### config.mk
export PLATFORM = sky130hd
export DESIGN_NAME = bus_talker_output_sequencer
export DESIGN_NICKNAME = d
export VERILOG_FILES = /design/src/verilog/talker_pkg.sv /design/src/verilog/bus_talker_output_sequencer.sv /design/src/verilog/talker_char_rom.sv
export SDC_FILE = /design/constraint.sdc
export NUM_CORES = 1
export LEC_CHECK = 0
export ABC_CLOCK_PERIOD_IN_PS = 2800
export BUFFER_PORTS_ARGS = -buffer_cell sky130_fd_sc_hd__buf_2
export CAP_MARGIN = 20
export CORE_MARGIN = 8
export CORE_UTILIZATION = 35
export CTS_CLUSTER_DIAMETER = 150
export CTS_CLUSTER_SIZE = 14
export DETAILED_ROUTE_END_ITERATION = 6
export PLACE_DENSITY_LB_ADDON = 0.2
export SLEW_MARGIN = 0
export SYNTH_ARGS = -nofsm -noshare
export SYNTH_HDL_FRONTEND = slang
export SYNTH_SLANG_ARGS = --single-unit
### constraint.sdc
create_clock -name mclk_i -period 2.8 [get_ports mclk_i]
set_input_delay 0.56 -clock mclk_i [delete_from_list [all_inputs] [get_ports mclk_i]]
set_output_delay 0.56 -clock mclk_i [all_outputs]
set_load 0.02 [all_outputs]
### src/verilog/talker_pkg.sv
// Purpose: Shared constants and carriers for the talker output sequencer.
// Assumes: One 200 MHz clock; AHB-Lite register access.
// Notes: Character table defaults live here so the ROM stays generic.
package talker_pkg;

    // Register map, byte addresses of aligned words.
    localparam logic [7:0] ctrl_addr = 8'h00;
    localparam logic [7:0] status_addr = 8'h04;
    localparam logic [31:0] ctrl_reset = 32'h0000_0000;
    localparam int ctrl_bank_bit = 0;

    // Status register field positions.
    localparam int st_count_lsb = 0;
    localparam int st_dav_bit = 4;
    localparam int st_ready_bit = 5;
    localparam int st_accept_bit = 6;
    localparam int st_done_bit = 7;
    localparam int st_oe_a_bit = 8;
    localparam int st_oe_b_bit = 9;
    localparam int st_bank_bit = 10;

    // Handshake sequencing figures.
    localparam int word_count = 14;
    localparam int clk_period_ps = 5000;
    localparam int qual_delay_ns = 50;
    localparam int qual_delay_cyc =
        (qual_delay_ns * 1000 + clk_period_ps - 1) / clk_period_ps;

    // AHB transfer type for a new single transfer.
    localparam logic [1:0] htrans_nonseq = 2'h2;

    // Character ROM: index is {bank, counter}; value is Y7..Y0.
    localparam logic [31:0][7:0] char_rom_default = '{
        8'h00, 8'h00, 8'hb0, 8'hb0, 8'hb0, 8'hb0, 8'hb0, 8'hb0,
        8'hb0, 8'hb0, 8'hb0, 8'h37, 8'haf, 8'h45, 8'h43, 8'h51,
        8'h00, 8'h00, 8'hb0, 8'hb0, 8'hb0, 8'hb0, 8'hb0, 8'hb0,
        8'hb0, 8'hb0, 8'hb0, 8'h37, 8'ha2, 8'h45, 8'h43, 8'h51
    };

    typedef struct packed {
        logic talk_addressed_n;
        logic bus_attention_in;
        logic ready_for_data;
        logic data_accepted;
    } bus_in_s;

    typedef struct packed {
        logic [7:1] data;
        logic data_oe;
        logic dav;
        logic dav_oe;
    } bus_out_s;

    typedef struct packed {
        logic toggle_data_valid_instr;
        logic cycle_start_clear_instr;
    } seq_in_s;

    typedef struct packed {
        logic ready_qualifier_delayed_n;
        logic accepted_qualifier_delayed_n;
        logic transfer_done_qualifier_n;
    } qual_s;

    typedef struct packed {
        logic [11:0] other_status;
        logic fourth_status;
        logic mode_bit_three;
        logic under_range_status;
        logic over_range_status;
    } status_lines_s;

endpackage

### src/verilog/bus_talker_output_sequencer.sv
// Purpose: Talker output sequencing and DAV handshake for the bus.
// Assumes: Bus and sequencer inputs synchronous to mclk_i.
// Notes: Registers over AHB-Lite give bank select and live status.
//
// Chosen here: the register offsets and register access over AHB-Lite.
`timescale 1ns/1ps
`default_nettype none
module bus_talker_output_sequencer #(
    parameter int qual_delay_cyc_p = talker_pkg::qual_delay_cyc
) (
    input wire logic mclk_i,
    input wire logic reset_n_i,
    input wire logic power_up_clear_n_i,
    input wire talker_pkg::bus_in_s bus_i,
    output talker_pkg::bus_out_s bus_o,
    input wire talker_pkg::seq_in_s seq_i,
    output talker_pkg::qual_s qual_o,
    input wire talker_pkg::status_lines_s status_i,
    input wire logic hsel_i,
    input wire logic [31:0] haddr_i,
    input wire logic [1:0] htrans_i,
    input wire logic hwrite_i,
    input wire logic [2:0] hsize_i,
    input wire logic [31:0] hwdata_i,
    input wire logic hready_i,
    output logic hreadyout_o,
    output logic hresp_o,
    output logic [31:0] hrdata_o
);

    ////////////////////////////////////////////////////////////////////
    // Parameter checks.

    // A zero-length delay line cannot be built.
    initial
    begin
        if (qual_delay_cyc_p < 1)
        begin
            $error("qual_delay_cyc_p must be at least one");
        end
    end

    ////////////////////////////////////////////////////////////////////
    // Declarations.

    logic output_enable_a;
    logic output_enable_b;
    logic ready_qualifier;
    logic accepted_qualifier;
    logic transfer_done_qualifier;
    logic data_valid_ff_out_q;
    logic data_valid_ff_out_d;
    logic data_valid_ff_out_n;
    logic word_counter_clear;
    logic advance_counter;
    logic [3:0] word_count_q;
    logic [3:0] word_count_d;
    logic rom_bank_select;
    logic [4:0] rom_addr;
    logic [7:0] rom_out;
    logic [7:1] word_now;
    logic [7:1] word_q;
    logic [qual_delay_cyc_p-1:0] ready_pipe_q;
    logic [qual_delay_cyc_p-1:0] accept_pipe_q;
    logic ready_qualifier_delayed;
    logic accepted_qualifier_delayed;
    logic [31:0] ctrl_q;
    logic [31:0] status_word;
    logic wr_pend_q;
    logic [7:0] wr_addr_q;
    logic addr_phase;
    logic [31:0] rdata_q;

    ////////////////////////////////////////////////////////////////////
    // Talk transfer control gates.

    // Enables open only when talk addressed and the bus in data mode.
    assign output_enable_a = ~bus_i.talk_addressed_n
                           & ~bus_i.bus_attention_in;
    assign output_enable_b = output_enable_a;

    ////////////////////////////////////////////////////////////////////
    // Data valid status generator.

    // Ready needs enable b and listeners ready; either low forces it low.
    assign ready_qualifier = output_enable_b
                           & bus_i.ready_for_data;

    // Accepted follows the bus accepted line directly, without enable gating.
    assign accepted_qualifier = bus_i.data_accepted;

    // Settling delay lines; listeners glitch briefly after a change.
    always_ff @(posedge mclk_i or negedge reset_n_i)
    begin
        if (!reset_n_i)
        begin
            ready_pipe_q <= '0;
            accept_pipe_q <= '0;
        end
        else
        begin
            // The oldest sample falls off the top on purpose.
            ready_pipe_q <= qual_delay_cyc_p'({ready_pipe_q,
                                              ready_qualifier});
            accept_pipe_q <= qual_delay_cyc_p'({accept_pipe_q,
                                               accepted_qualifier});
        end
    end

    assign ready_qualifier_delayed = ready_pipe_q[qual_delay_cyc_p-1];
    assign accepted_qualifier_delayed = accept_pipe_q[qual_delay_cyc_p-1];

    // JK flop. A set toggle counts only with delayed ready high and delayed
    // accepted low, the condition the sequencer already checks before it sends one; a
    // reset toggle is always honoured so the bus is never held.
    always_comb
    begin
        data_valid_ff_out_d = data_valid_ff_out_q;
        if (!power_up_clear_n_i)
        begin
            data_valid_ff_out_d = 1'b0;
        end
        else if (seq_i.toggle_data_valid_instr)
        begin
            if (data_valid_ff_out_q)
            begin
                data_valid_ff_out_d = 1'b0;
            end
            else if (ready_qualifier_delayed
                     && !accepted_qualifier_delayed)
            begin
                data_valid_ff_out_d = 1'b1;
            end
        end
    end

    // Flop storage.
    always_ff @(posedge mclk_i or negedge reset_n_i)
    begin
        if (!reset_n_i)
        begin
            data_valid_ff_out_q <= 1'b0;
        end
        else
        begin
            data_valid_ff_out_q <= data_valid_ff_out_d;
        end
    end

    assign data_valid_ff_out_n = ~data_valid_ff_out_q;

    ////////////////////////////////////////////////////////////////////
    // Word counter.

    // Rising edge of the inverted flop output, seen one cycle early.
    assign advance_counter = data_valid_ff_out_q
                           & ~data_valid_ff_out_d;
    assign word_counter_clear = seq_i.cycle_start_clear_instr;

    // Clear wins over an advance in the same cycle; the count stops at
    // the done address so a stray toggle cannot wrap to word zero.
    always_comb
    begin
        word_count_d = word_count_q;
        if (word_counter_clear)
        begin
            word_count_d = 4'h0;
        end
        else if (advance_counter
                 && word_count_q < 4'(talker_pkg::word_count))
        begin
            word_count_d = word_count_q + 4'h1;
        end
    end

    // Counter storage.
    always_ff @(posedge mclk_i or negedge reset_n_i)
    begin
        if (!reset_n_i)
        begin
            word_count_q <= 4'h0;
        end
        else
        begin
            word_count_q <= word_count_d;
        end
    end

    ////////////////////////////////////////////////////////////////////
    // ROM, line selectors and output gates.

    assign rom_bank_select = ctrl_q[talker_pkg::ctrl_bank_bit];
    assign rom_addr = {rom_bank_select, word_count_q};

    talker_char_rom #(
        .table_p(talker_pkg::char_rom_default)
    ) u_rom (
        .addr_i(rom_addr),
        .status_lines_i(status_i),
        .rom_o(rom_out),
        .word_o(word_now)
    );

    // Done once both Y0 and Y7 are low; held until the counter clears.
    assign transfer_done_qualifier = ~rom_out[0] & ~rom_out[7];

    // Word register keeps the data pins free of ROM decode glitches.
    always_ff @(posedge mclk_i or negedge reset_n_i)
    begin
        if (!reset_n_i)
        begin
            word_q <= 7'h00;
        end
        else
        begin
            word_q <= word_now;
        end
    end

    // Bus pins: data while both enables high, DAV pulled low when set.
    always_comb
    begin
        bus_o.data = word_q;
        bus_o.data_oe = output_enable_a & output_enable_b;
        bus_o.dav = 1'b0;
        bus_o.dav_oe = data_valid_ff_out_q & output_enable_b;
    end

    // Qualifier multiplexer presents every qualifier inverted.
    always_comb
    begin
        qual_o.ready_qualifier_delayed_n =
            ~ready_qualifier_delayed;
        qual_o.accepted_qualifier_delayed_n =
            ~accepted_qualifier_delayed;
        qual_o.transfer_done_qualifier_n =
            ~transfer_done_qualifier;
    end

    ////////////////////////////////////////////////////////////////////
    // AHB-Lite register slave.

    // Zero wait state slave with an always OKAY response.
    assign hreadyout_o = 1'b1;
    assign hresp_o = 1'b0;
    assign addr_phase = hsel_i & hready_i & htrans_i[1];

    // Live status picture of the handshake.
    always_comb
    begin
        status_word = 32'h0000_0000;
        status_word[talker_pkg::st_count_lsb +: 4] = word_count_q;
        status_word[talker_pkg::st_dav_bit] = data_valid_ff_out_q;
        status_word[talker_pkg::st_ready_bit] = ready_qualifier_delayed;
        status_word[talker_pkg::st_accept_bit] =
            accepted_qualifier_delayed;
        status_word[talker_pkg::st_done_bit] = transfer_done_qualifier;
        status_word[talker_pkg::st_oe_a_bit] = output_enable_a;
        status_word[talker_pkg::st_oe_b_bit] = output_enable_b;
        status_word[talker_pkg::st_bank_bit] = rom_bank_select;
    end

    // Write address phase capture; data follows one cycle later.
    always_ff @(posedge mclk_i or negedge reset_n_i)
    begin
        if (!reset_n_i)
        begin
            wr_pend_q <= 1'b0;
            wr_addr_q <= 8'h00;
        end
        else
        begin
            wr_pend_q <= addr_phase & hwrite_i;
            wr_addr_q <= haddr_i[7:0];
        end
    end

    // Control register; only the bank select bit is writable.
    always_ff @(posedge mclk_i or negedge reset_n_i)
    begin
        if (!reset_n_i)
        begin
            ctrl_q <= talker_pkg::ctrl_reset;
        end
        else if (wr_pend_q && wr_addr_q == talker_pkg::ctrl_addr)
        begin
            ctrl_q <= {31'h0000_0000,
                       hwdata_i[talker_pkg::ctrl_bank_bit]};
        end
    end

    // Read data is latched in the address phase; unmapped reads zero.
    always_ff @(posedge mclk_i or negedge reset_n_i)
    begin
        if (!reset_n_i)
        begin
            rdata_q <= 32'h0000_0000;
        end
        else if (addr_phase && !hwrite_i)
        begin
            case (haddr_i[7:0])
                talker_pkg::ctrl_addr: rdata_q <= ctrl_q;
                talker_pkg::status_addr: rdata_q <= status_word;
                default: rdata_q <= 32'h0000_0000;
            endcase
        end
    end

    assign hrdata_o = rdata_q;

endmodule
`default_nettype wire

### src/verilog/talker_char_rom.sv
// Purpose: Character ROM plus line selectors forming one data word.
// Assumes: Table given as a parameter; status lines synchronous.
// Notes: Purely combinational; the caller registers the result.
`timescale 1ns/1ps
`default_nettype none
module talker_char_rom #(
    parameter logic [31:0][7:0] table_p = talker_pkg::char_rom_default
) (
    input wire logic [4:0] addr_i,
    input wire logic [15:0] status_lines_i,
    output logic [7:0] rom_o,
    output logic [7:1] word_o
);

    logic [3:0] selected;

    // Table lookup; the contents are defined outside this module.
    assign rom_o = table_p[addr_i];

    // Four line selectors, one status group picked by Y3..Y2, so that
    // word zero reaches the range and mode lines of group zero.
    assign selected = status_lines_i[{rom_o[3:2], 2'h0} +: 4];

    // Upper bits buffer the ROM; lower bits by Y7 source select.
    always_comb
    begin
        word_o[7:5] = rom_o[6:4];
        word_o[4:1] = rom_o[7] ? rom_o[3:0] : selected;
    end

endmodule
`default_nettype wire

# --- Yosys cells after proc, flatten, opt, wreduce, memory -nomap -nowiden ---
# Memory sizes are Yosys's and may differ from the RTL's.
# Index checks and enable logic that the tools add are counted.
# Widths: inputs -> output; s select.
totals:
  register_bits: 74
  mem_bits_ro: 256
  word_cells: 49
  memories: 1
mem_list:
  columns: ["memory", "words", "word_bits", "rd", "rd_clocked_by_memory_dff", "write_ports", "line", "source"]
  rows:
  - ["(no name shown)", 32, 8, 1, 0, 0, "talker_char_rom.sv:18", "assign rom_o = table_p[addr_i];"]
classes:
  add_sub_neg: 1
  n_lt_le_gt_ge: 2
  n_eq_ne: 1
  shift: 1
  mux: 9
  bitwise: 16
  reduce_logical: 9
op_table:
  columns: ["op", "n"]
  rows:
  - ["$pmux 11 s2", 1]
  - ["$logic_not 8->1", 2]
  - ["$shiftx 16x5->4", 1]
  - ["$mux 4", 3]
  - ["$and 1x1->1", 8]
  - ["$eq 8x3->1 const B", 1]
  - ["$mux 8", 1]
  - ["$not 1->1", 8]
  - ["$lt 5x6->1 const B", 1]
  - ["$add 4x1->4 const B", 1]
  - ["$logic_and 1x1->1", 4]
  - ["$lt 4x4->1 const B", 1]
  - ["$mux 1", 4]
  - ["$logic_not 1->1", 2]
  - ["$reduce_bool 2->1", 1]

# --- Longest topological paths before layout ---
# Gate-level depths: netlist (run 1).
depth:
  ltp_word: 11
  mapped_depth: 7
  ltp_nobuf: 6

# --- Hierarchy ---
# A second synthesis (run 1) with hierarchy kept.
unflattened:
  cells_unflattened: 203
  area_unflattened_um2: 2293.4
modules_own_cells:
  columns: ["mod", "n_inst", "cells_per_inst", "area_per_inst_um2", "seq_area_each_um2"]
  rows:
  - ["bus_talker_output_sequencer", 1, 146, 1896.8, 1301.2]
  - ["talker_char_rom", 1, 57, 396.6, 0.0]

# --- Worst setup path before layout (run 1) ---
# No wires, ideal clock.
synth_timing:
  path_type: "register to output"
  startpoint: "reg word_count_q[0]"
  endpoint: "out qual_o[0] in the netlist's numbering"
  arrival_time_ps: 1393
  t_required_ps: 2240
  setup_slack_ps: 847
  stages_incl_launch_ff: 6
  path_cell_list: "dfrtp_1 inv_1 ha_1 mux2_2 a21o_1 nand2b_1"
synth_lines:
  columns: ["element", "line", "source"]
  rows:
  - ["start, declared", "bus_talker_output_sequencer.sv:56", "logic [3:0] word_count_q;"]
  - ["start signal, assigned", "bus_talker_output_sequencer.sv:185", "word_count_q <= word_count_d;"]
  - ["end, declared", "bus_talker_output_sequencer.sv:17", "output talker_pkg::qual_s qual_o,"]

==> results.txt, run 1 <==
- Share of layout cells above drive strength 1: 0.320
* Avg Inst Size Synth: approximately 12 um^2
- In this run the tightest slew margin relative to its limit is 0.567.
- Run status: finished, final reports clean
* Share of flip-flops with an asynchronous set or reset: 1.00
- By instance count, the leading cell after synthesis is sky130_fd_sc_hd__dfrtp_1.
* Complex-gate fraction of the synthesized area: 0.101
* Area of the mapped netlist: approximately 0.0022 mm^2
* Worst reg-to-reg path cell count: 6
* Count of vias placed by the detailed router: 1409
- Main combinational cell family by area after synthesis: buffers and inverters
* Worst min-delay path category: in -> async
- For the pin with the worst max-slew slack, the measured transition is about 0.65 ns.
- Number of port buffers: 60
- Largest net degree at the start of global routing: 30
- Of the total synthesized cell area, the portion taken by full adders, half adders and majority gates is 0.0398.
- Clk slew on worst S/H paths: ~0.090 ns
* Number of rows in the core area: 29
- CTS tree: yes
- Minimum setup slack among reg-to-reg paths: around 0.62 ns
* Maximum level of the CTS H-tree: 2
* Part of the power in the clock network: 0.362
- The net count of the finished layout is around 340.
- The region available for standard cell placement spans 0.00620 mm^2.
- Most used standard cells in the synthesized netlist: 52 x sky130_fd_sc_hd__dfrtp_1, 26 x sky130_fd_sc_hd__buf_4, 12 x sky130_fd_sc_hd__nor2_1
- In the finished design, the share of the clock period the worst path needs comes to 0.894.
* Initial antenna violation count: 0
- In this run, post-CTS repair resized a total of 0 instances.
- Drt drc: 0
- Number of synthesized register bits: between 50 and 60
- Initial cell density of the core: 0.355
- Global placer's final weighted congestion: roughly 0.76
- In the synthesized netlist, the number of instances is 178.
- In this run, post-CTS hold repair placed 0 buffers.
- The number of antenna diodes in the final layout is 0.
* Share of total power consumed by net switching: 0.230
* Post-CTS Setup Repair Bufs: 0
- The HPWL after detailed placement is 3590 um.
- For met2 alone, demand over resource in global routing was 0.171.
- Max Clock Freq: between 300 and 400 MHz
- Total internal power: between 1 and 1.5 mW
* Number of enable flip-flop cells after synthesis: 0
* Area growth from synthesis to layout: 18.4%
- Dividing total power by cell area gives a power density of approximately 540 mW/mm^2.
* Crit path required time: ~2.2 ns
- The tool flagged a number of max-cap violations equal to 0.
- The via count of the first global-routing pass came to approximately 1500.
- Minimum setup slack in the final design: ~0.30 ns
* Global Route Usage Sum: 0.103
- The worst setup path is captured at a primary output.
* Via count normalized by instance count: 4.43
- Setup repair after global routing left no endpoint under its margin.
* Hold Fails Final Rpt: 0
- Crit Path Class: reg -> out
* Launch point of the worst reg-to-reg path: word_count_q[0]
* Final cell utilization of the core: 0.420
- Prior to clock tree synthesis, the placed netlist has a worst setup slack of about 0.6 ns.
- Pin placement for this block handled about 140 I/O pins.
- STA classifies the critical path startpoint as a flop.
* Mux share of post-synthesis cell area: 0.0631
- For the worst-skew pair, the clock arrives at the later sink with an insertion delay of roughly 0.30 ns.
* Crit path arrival time: between 1.5 and 2 ns
- Overflow left after global routing: 0
* Crit Reg-Reg Endpoint: word_q[2]
- For this design, the sink count on the clock tree is 52.
- In the final routed layout, each cell accounts on average for approximately 14 um.
- Sequential element share of the synthesized area: 0.591
- Clock Skews: 0.00816 ns
- After the first detailed-routing iteration, the DRC count stood at between 90 and 100.
* Synthesized-area fraction occupied by and/or/nand/nor cells: 0.0852
* Die Footprint: ~0.0091 mm^2
- Leading register cell type out of synthesis: sky130_fd_sc_hd__dfrtp_1
- Of the total synthesized cell area, the portion taken by XOR and XNOR cells is 0.00398.
- Final sum of negative setup slack: 0 ns
- Along the worst path, the maximum fanout reaches 7.
* Routed wire length: between 4000 and 5000 um
* Endpoints failing setup: 0
* CTS Buf Count: 5
- Measured along the x axis, the die boundary spans roughly 95 um.
- Met1 Resource Use GR: 0.123
- The cell sitting at the root of the clock tree is a sky130_fd_sc_hd__clkbuf_8.
* Wire length of the first global-routing pass: slightly above 7000 um
- Final Max Tran Viols: 0
- Synthesis instantiated 38 different standard cells from the library.
- The share of total power dissipated in sequential elements is 0.557.
- Maximum buffer depth of the clock tree: 2
* Combinational group share of total power: 0.081
- Number of optimization iterations in the first detailed-route pass: 3
- Reported leakage power: between 1 and 1.5 nW
- In this run the most used layer during global routing was met2.
- Biggest area contributors in the synthesized netlist: sky130_fd_sc_hd__dfrtp_1 59%, sky130_fd_sc_hd__buf_4 8.9%, sky130_fd_sc_hd__ha_1 4.0%, sky130_fd_sc_hd__a22o_1 3.6%, sky130_fd_sc_hd__mux2i_1 2.7%
- For this run, the number of Yosys warnings is 0.
- For this run, global-route usage on met3 was measured as 0.0276.
- Min Clock Period, post-route: about 2.5 ns
- Fill count: around 610
* Vertical extent of the die: about 95 um
* Maximum ir drop on the vdd rail: 0.000194 V
- The share of synthesized area in the top cell type comes to 0.591.
- Switching Power: roughly 0.32 mW
- The detail route stage leaves a number of antenna-violating nets equal to 0.
- sky130_fd_sc_hd__dfrtp_1 takes more of the synthesized area than any other cell.
[worst max-delay path by stage]
stage                         start        end  slack (ns)
floorplan           word_count_q[0]  qual_o[0]        0.85
global placement    word_count_q[0]  word_q[2]        0.58
detailed placement  word_count_q[0]  word_q[2]        0.61
CTS                 word_count_q[0]  qual_o[0]        0.25
global route        word_count_q[1]  qual_o[0]        0.12
finish              word_count_q[0]  qual_o[0]        0.30
[state kept, by name (all words and copies together), names as in the netlist]
name,flops
wr_pend_q,1
ready_pipe_q,10
hrdata_o,10
data_valid_ff_out_q,1
word_count_q,4
ctrl_q,1
wr_addr_q,8
accept_pipe_q,10
word_q,7
[worst max-delay path, stage by stage, from the launching register on]
cell,delay (ns)
sky130_fd_sc_hd__dfrtp_1,0.50
sky130_fd_sc_hd__inv_1,0.13
sky130_fd_sc_hd__ha_1,0.21
sky130_fd_sc_hd__mux2_2,0.27
sky130_fd_sc_hd__a21o_1,0.26
sky130_fd_sc_hd__nand2b_1,0.11
sky130_fd_sc_hd__buf_2,0.17
[cell families (layout without fill, tap and decap cells)]
logic type / after synthesis / count (layout)
AOI/OAI and AO/OA: 28 / 28
xor gates and xnor gates: 1 / 1
adders and majority gates: 7 / 7
buffers and inverters: 40 / 81
DFF: 52 / 52
muxes: 13 / 13
other: 2 / 24
and+or+nand+nor: 35 / 35
[metal layers]
| metal | vias to the layer above | share of wire |
|---|---|---|
| li1 | 686 | - |
| met1 | 676 | 0.43 |
| met2 | 42 | 0.50 |
| met3 | 5 | 0.056 |
| met4 | 0 | 0.015 |
| met5 | - | 0 |
[through the flow]
stage,area (um^2),hold WS [ns],cells,total power [mW]
after floorplan,2280,0.264,200,0.882
after global placement,2500,0.332,310,0.913
after detailed placement,2500,0.335,310,0.915
after CTS,2610,0.296,318,1.43
after global routing,2610,0.319,318,1.47
final,2610,0.277,318,1.41
[power groups by stage]
stage               logic [mW]  registers (mW)  clock network [mW]
floorplan               0.0794           0.802                   0
global placement         0.114           0.799                   0
detailed placement       0.115           0.800                   0
CTS                      0.115           0.785               0.529
global route             0.127           0.788               0.556
finish                   0.114           0.784               0.509
[cell usage in the layout (no fill, tap or decap), types with 2 or more instances in the layout]
cell	n
sky130_fd_sc_hd__nand3_1	2
sky130_fd_sc_hd__nor3_1	5
sky130_fd_sc_hd__nand2_1	2
sky130_fd_sc_hd__a211oi_1	5
sky130_fd_sc_hd__a21oi_1	3
sky130_fd_sc_hd__ha_1	7
sky130_fd_sc_hd__a2111oi_0	2
sky130_fd_sc_hd__nand2b_1	2
sky130_fd_sc_hd__and2_1	4
sky130_fd_sc_hd__mux2i_1	6
sky130_fd_sc_hd__dfrtp_1	52
sky130_fd_sc_hd__nand4b_1	2
sky130_fd_sc_hd__inv_1	9
sky130_fd_sc_hd__mux2_2	5
sky130_fd_sc_hd__conb_1	24
sky130_fd_sc_hd__nor2_1	12
sky130_fd_sc_hd__buf_4	4
sky130_fd_sc_hd__clkbuf_8	5
sky130_fd_sc_hd__a22o_1	9
sky130_fd_sc_hd__buf_2	60
sky130_fd_sc_hd__mux2_1	2
[layout make-up]
| cell class | instances | area, um^2 | share of cell area |
|---|---|---|---|
| Clock buffer | 6 | 72.6 | 0.0278 |
| Sequential cell | 52 | 1300 | 0.499 |
| Tap cell | 77 | 96.3 | 0.0369 |
| Clock inverter | 2 | 38.8 | 0.0149 |
| Inverter | 9 | 33.8 | 0.0130 |
| Timing Repair Buffer | 64 | 330 | 0.127 |
| Multi-Input combinational cell | 108 | 734 | 0.282 |
Power figures use the tool's default switching activity.
==> run 2: changes to the inputs <==
--- a/config.mk
+++ b/config.mk
@@ -5,7 +5,7 @@
 export SDC_FILE = /design/constraint.sdc
 export NUM_CORES = 1
 export LEC_CHECK = 0
-export ABC_CLOCK_PERIOD_IN_PS = 2800
+export ABC_CLOCK_PERIOD_IN_PS = 2300
 export BUFFER_PORTS_ARGS = -buffer_cell sky130_fd_sc_hd__buf_2
 export CAP_MARGIN = 20
 export CORE_MARGIN = 8
@@ -14,6 +14,7 @@
 export CTS_CLUSTER_SIZE = 14
 export DETAILED_ROUTE_END_ITERATION = 6
 export PLACE_DENSITY_LB_ADDON = 0.2
+export REMOVE_ABC_BUFFERS = 1
 export SLEW_MARGIN = 0
 export SYNTH_ARGS = -nofsm -noshare
 export SYNTH_HDL_FRONTEND = slang
==> constraint.sdc (replaced) <==
create_clock -name mclk_i -period 2.3 [get_ports mclk_i]
set_input_delay 0.46 -clock mclk_i [delete_from_list [all_inputs] [get_ports mclk_i]]
set_output_delay 0.46 -clock mclk_i [all_outputs]
set_load 0.02 [all_outputs]
==> results.txt, run 2 (synthesis gave the netlist of run 1 again) <==
* Run status: finished, final reports clean
- The worst setup path is launched from a flop.
- Routed wire length: ~4500 um
* Crit path required time: 1.84 ns
- TritonCTS built the clock tree.
- Leading cell type in the layout, fill and taps excluded: sky130_fd_sc_hd__buf_2
- Hold repair after CTS inserted 0 buffers.
- Worst slew pin tran: 0.630 ns
* Via count normalized by instance count: around 4.6
* Number of antenna cells inserted: 0
- Across all setup checks in the final design, the least slack found is 0.0991 ns.
- Share of layout cells above drive strength 1: 0.343
* Wire length of the first global-routing pass: around 7200 um
- Crit Path Class: reg -> out
* Maximum buffer depth of the clock tree: 2
- At the end of the flow, the number of nets in the layout was about 350.
* Drt drc: 0
* Top-level I/O count: ~140
- The HPWL after detailed placement is 3430 um.
- Setup violations remaining at the end of the flow were counted as 0.
- After floorplanning, the core was divided into 29 placement rows.
- After clock tree synthesis, the clock-pin slew on the worst setup and hold paths is ~0.1 ns.
* Clock Skews: about 0.0085 ns
- At the end of routability-driven placement, the weighted congestion stood at between 0.7 and 0.8.
- The final route contains approximately 1500 vias.
- Largest net degree at the start of global routing: 53
- The tool flagged a number of max-cap violations equal to 0.
- The share of total power dissipated in the clock network is 0.404.
- Input and output buffers added on the ports amount to 60.
- Counting the fill cells in the layout gives 602.
- Maximum level of the CTS H-tree: 2
* Maximum ir drop on the vdd rail: 0.000346 V
* Ratio of total power to cell area: roughly 700 mW/mm^2
- CTS placed an instance of sky130_fd_sc_hd__clkbuf_8 at the clock tree root.
- The share of total power dissipated in sequential elements is 0.520.
- The first routing iteration left 31 violations.
* Hold Fails Final Rpt: 0
- Internal power comes to 1.43 mW.
- Reported leakage power: roughly 1.4 nW
* Routed Antenna Nets: 0
- Dpl cells: 312
- Number of global-route vias before repair: about 1500
* Share of total power consumed by net switching: 0.222
* Largest fanout on the critical path: 5
- Worst min-delay path category: in -> async
- Final cell utilization of the core: 0.431
- Area growth from synthesis to layout: 21.4%
- Combined flip-flop and latch cell area: about 0.0013 mm^2
- Before CTS, the worst setup slack after placement is about 0.24 ns.
- In the final timing run, aggregate negative setup slack is 0 ns.
- The later pin in the worst-skew pair is clocked with a latency of around 0.3 ns.
* Multi-input combinational cell area: about 740 um^2
* Initial cell density of the core: 0.355
- Switching Power: between 0.4 and 0.5 mW
- Derived from the worst setup path, the maximum achievable clock frequency is 454 MHz.
* Overflow left after global routing: 0
* Average wire per cell in the routed design: between 10 and 15 um
- The share of total power dissipated in combinational logic is 0.076.
- Worst slew slack as a fraction of its limit: 0.580
- Tcrit/Tclk final: 0.957
* Horizontal die dimension: 95.3 um
- Crit path arrival time: about 1.7 ns
- Number of sinks handled by clock tree synthesis: between 50 and 60
- The top cell types in the final layout, fill and taps aside, are 60 x sky130_fd_sc_hd__buf_2, 52 x sky130_fd_sc_hd__dfrtp_1, 24 x sky130_fd_sc_hd__conb_1.
- Initial antenna violation count: 0
- The final max-slew violation count was 0.
- CTS Buf Count: 5
* Number of optimization iterations in the first detailed-route pass: 4
- The core region is between 0.006 and 0.007 mm^2.
- The worst path in the final design needs a cycle of roughly 2.2 ns, including I/O delays and setup.
* Kind of capture point of the worst setup path: primary output
- Filler-free cell count of the finished design: approximately 320
* Global Route Usage Sum: 0.101
- Die Footprint: between 0.009 and 0.01 mm^2
- In this run the vertical extent of the chip is roughly 95 um.
==> run 2: changes by cell type in the layout (fill, tap and decap cells not counted), sizes merged <==
cell    before  now
buf         64   68
bufinv       1    2
clkbuf       6    5
==> run 2: worst paths after layout <==
check                           cells past startpoint  slack (ns)            start               end
worst max-delay path                                6         0.1  word_count_q[1]         qual_o[0]
worst min-delay path                                2        0.24        reset_n_i       hrdata_o[9]
worst max register to register                      6        0.28  word_count_q[1]         word_q[2]
worst min register to register                      0        0.36  ready_pipe_q[2]   ready_pipe_q[3]
max in group asynchronous                           2        1.63        reset_n_i      hrdata_o[10]
min in group mclk_i                                 1        0.26         bus_i[0]  accept_pipe_q[0]
==> run 2: worst max-delay path: stages, from the launching register on <==
cell and delay, ns:
sky130_fd_sc_hd__dfrtp_1 0.40, sky130_fd_sc_hd__inv_1 0.07, sky130_fd_sc_hd__ha_1 0.18, sky130_fd_sc_hd__mux2_2 0.27, sky130_fd_sc_hd__a21o_1 0.24, sky130_fd_sc_hd__nand2b_1 0.11
sky130_fd_sc_hd__buf_2 0.17
==> run 2: power by group through the flow <==
stage / registers [mW] / clock network [mW] / logic (mW)
global placement: 0.972 / 0 / 0.138
detailed placement: 0.973 / 0 / 0.139
finish: 0.954 / 0.742 / 0.139
global route: 0.958 / 0.802 / 0.155
CTS: 0.955 / 0.765 / 0.140
floorplan: 0.977 / 0 / 0.0630
==> run 2: area by class of cell <==
| type | instances | area share |
|---|---|---|
| multi-input combinational | 108 | 0.278 |
| clock inverter | 3 | 0.0257 |
| inverter | 9 | 0.0126 |
| timing repair buffer | 68 | 0.135 |
| clock buffer | 5 | 0.0257 |
| sequential | 52 | 0.487 |
| tap | 77 | 0.0360 |
==> run 2: metrics by stage <==
step / power (mW) / hold WS, ns / cell area (um^2)
global route: 1.91 / 0.241 / 2670
global placement: 1.11 / 0.334 / 2510
CTS: 1.86 / 0.248 / 2650
floorplan: 1.04 / 0.164 / 2070
detailed placement: 1.11 / 0.335 / 2510
finish: 1.83 / 0.241 / 2670
==> run 2: per-layer routing <==
layer / routed length [um] / GRT usage / vias to the layer above
met5: 0 / 0 / -
met3: 294 / 0.0268 / 6
li1: - / - / 699
met1: 1990 / 0.124 / 708
met4: 75 / 0.0468 / 0
met2: 2160 / 0.162 / 55
==> run 2: what timing repair did <==
item	in CTS	in global routing
gates resized for setup	0	2
buffers inserted	0	2
setup endpoints to repair	0	1
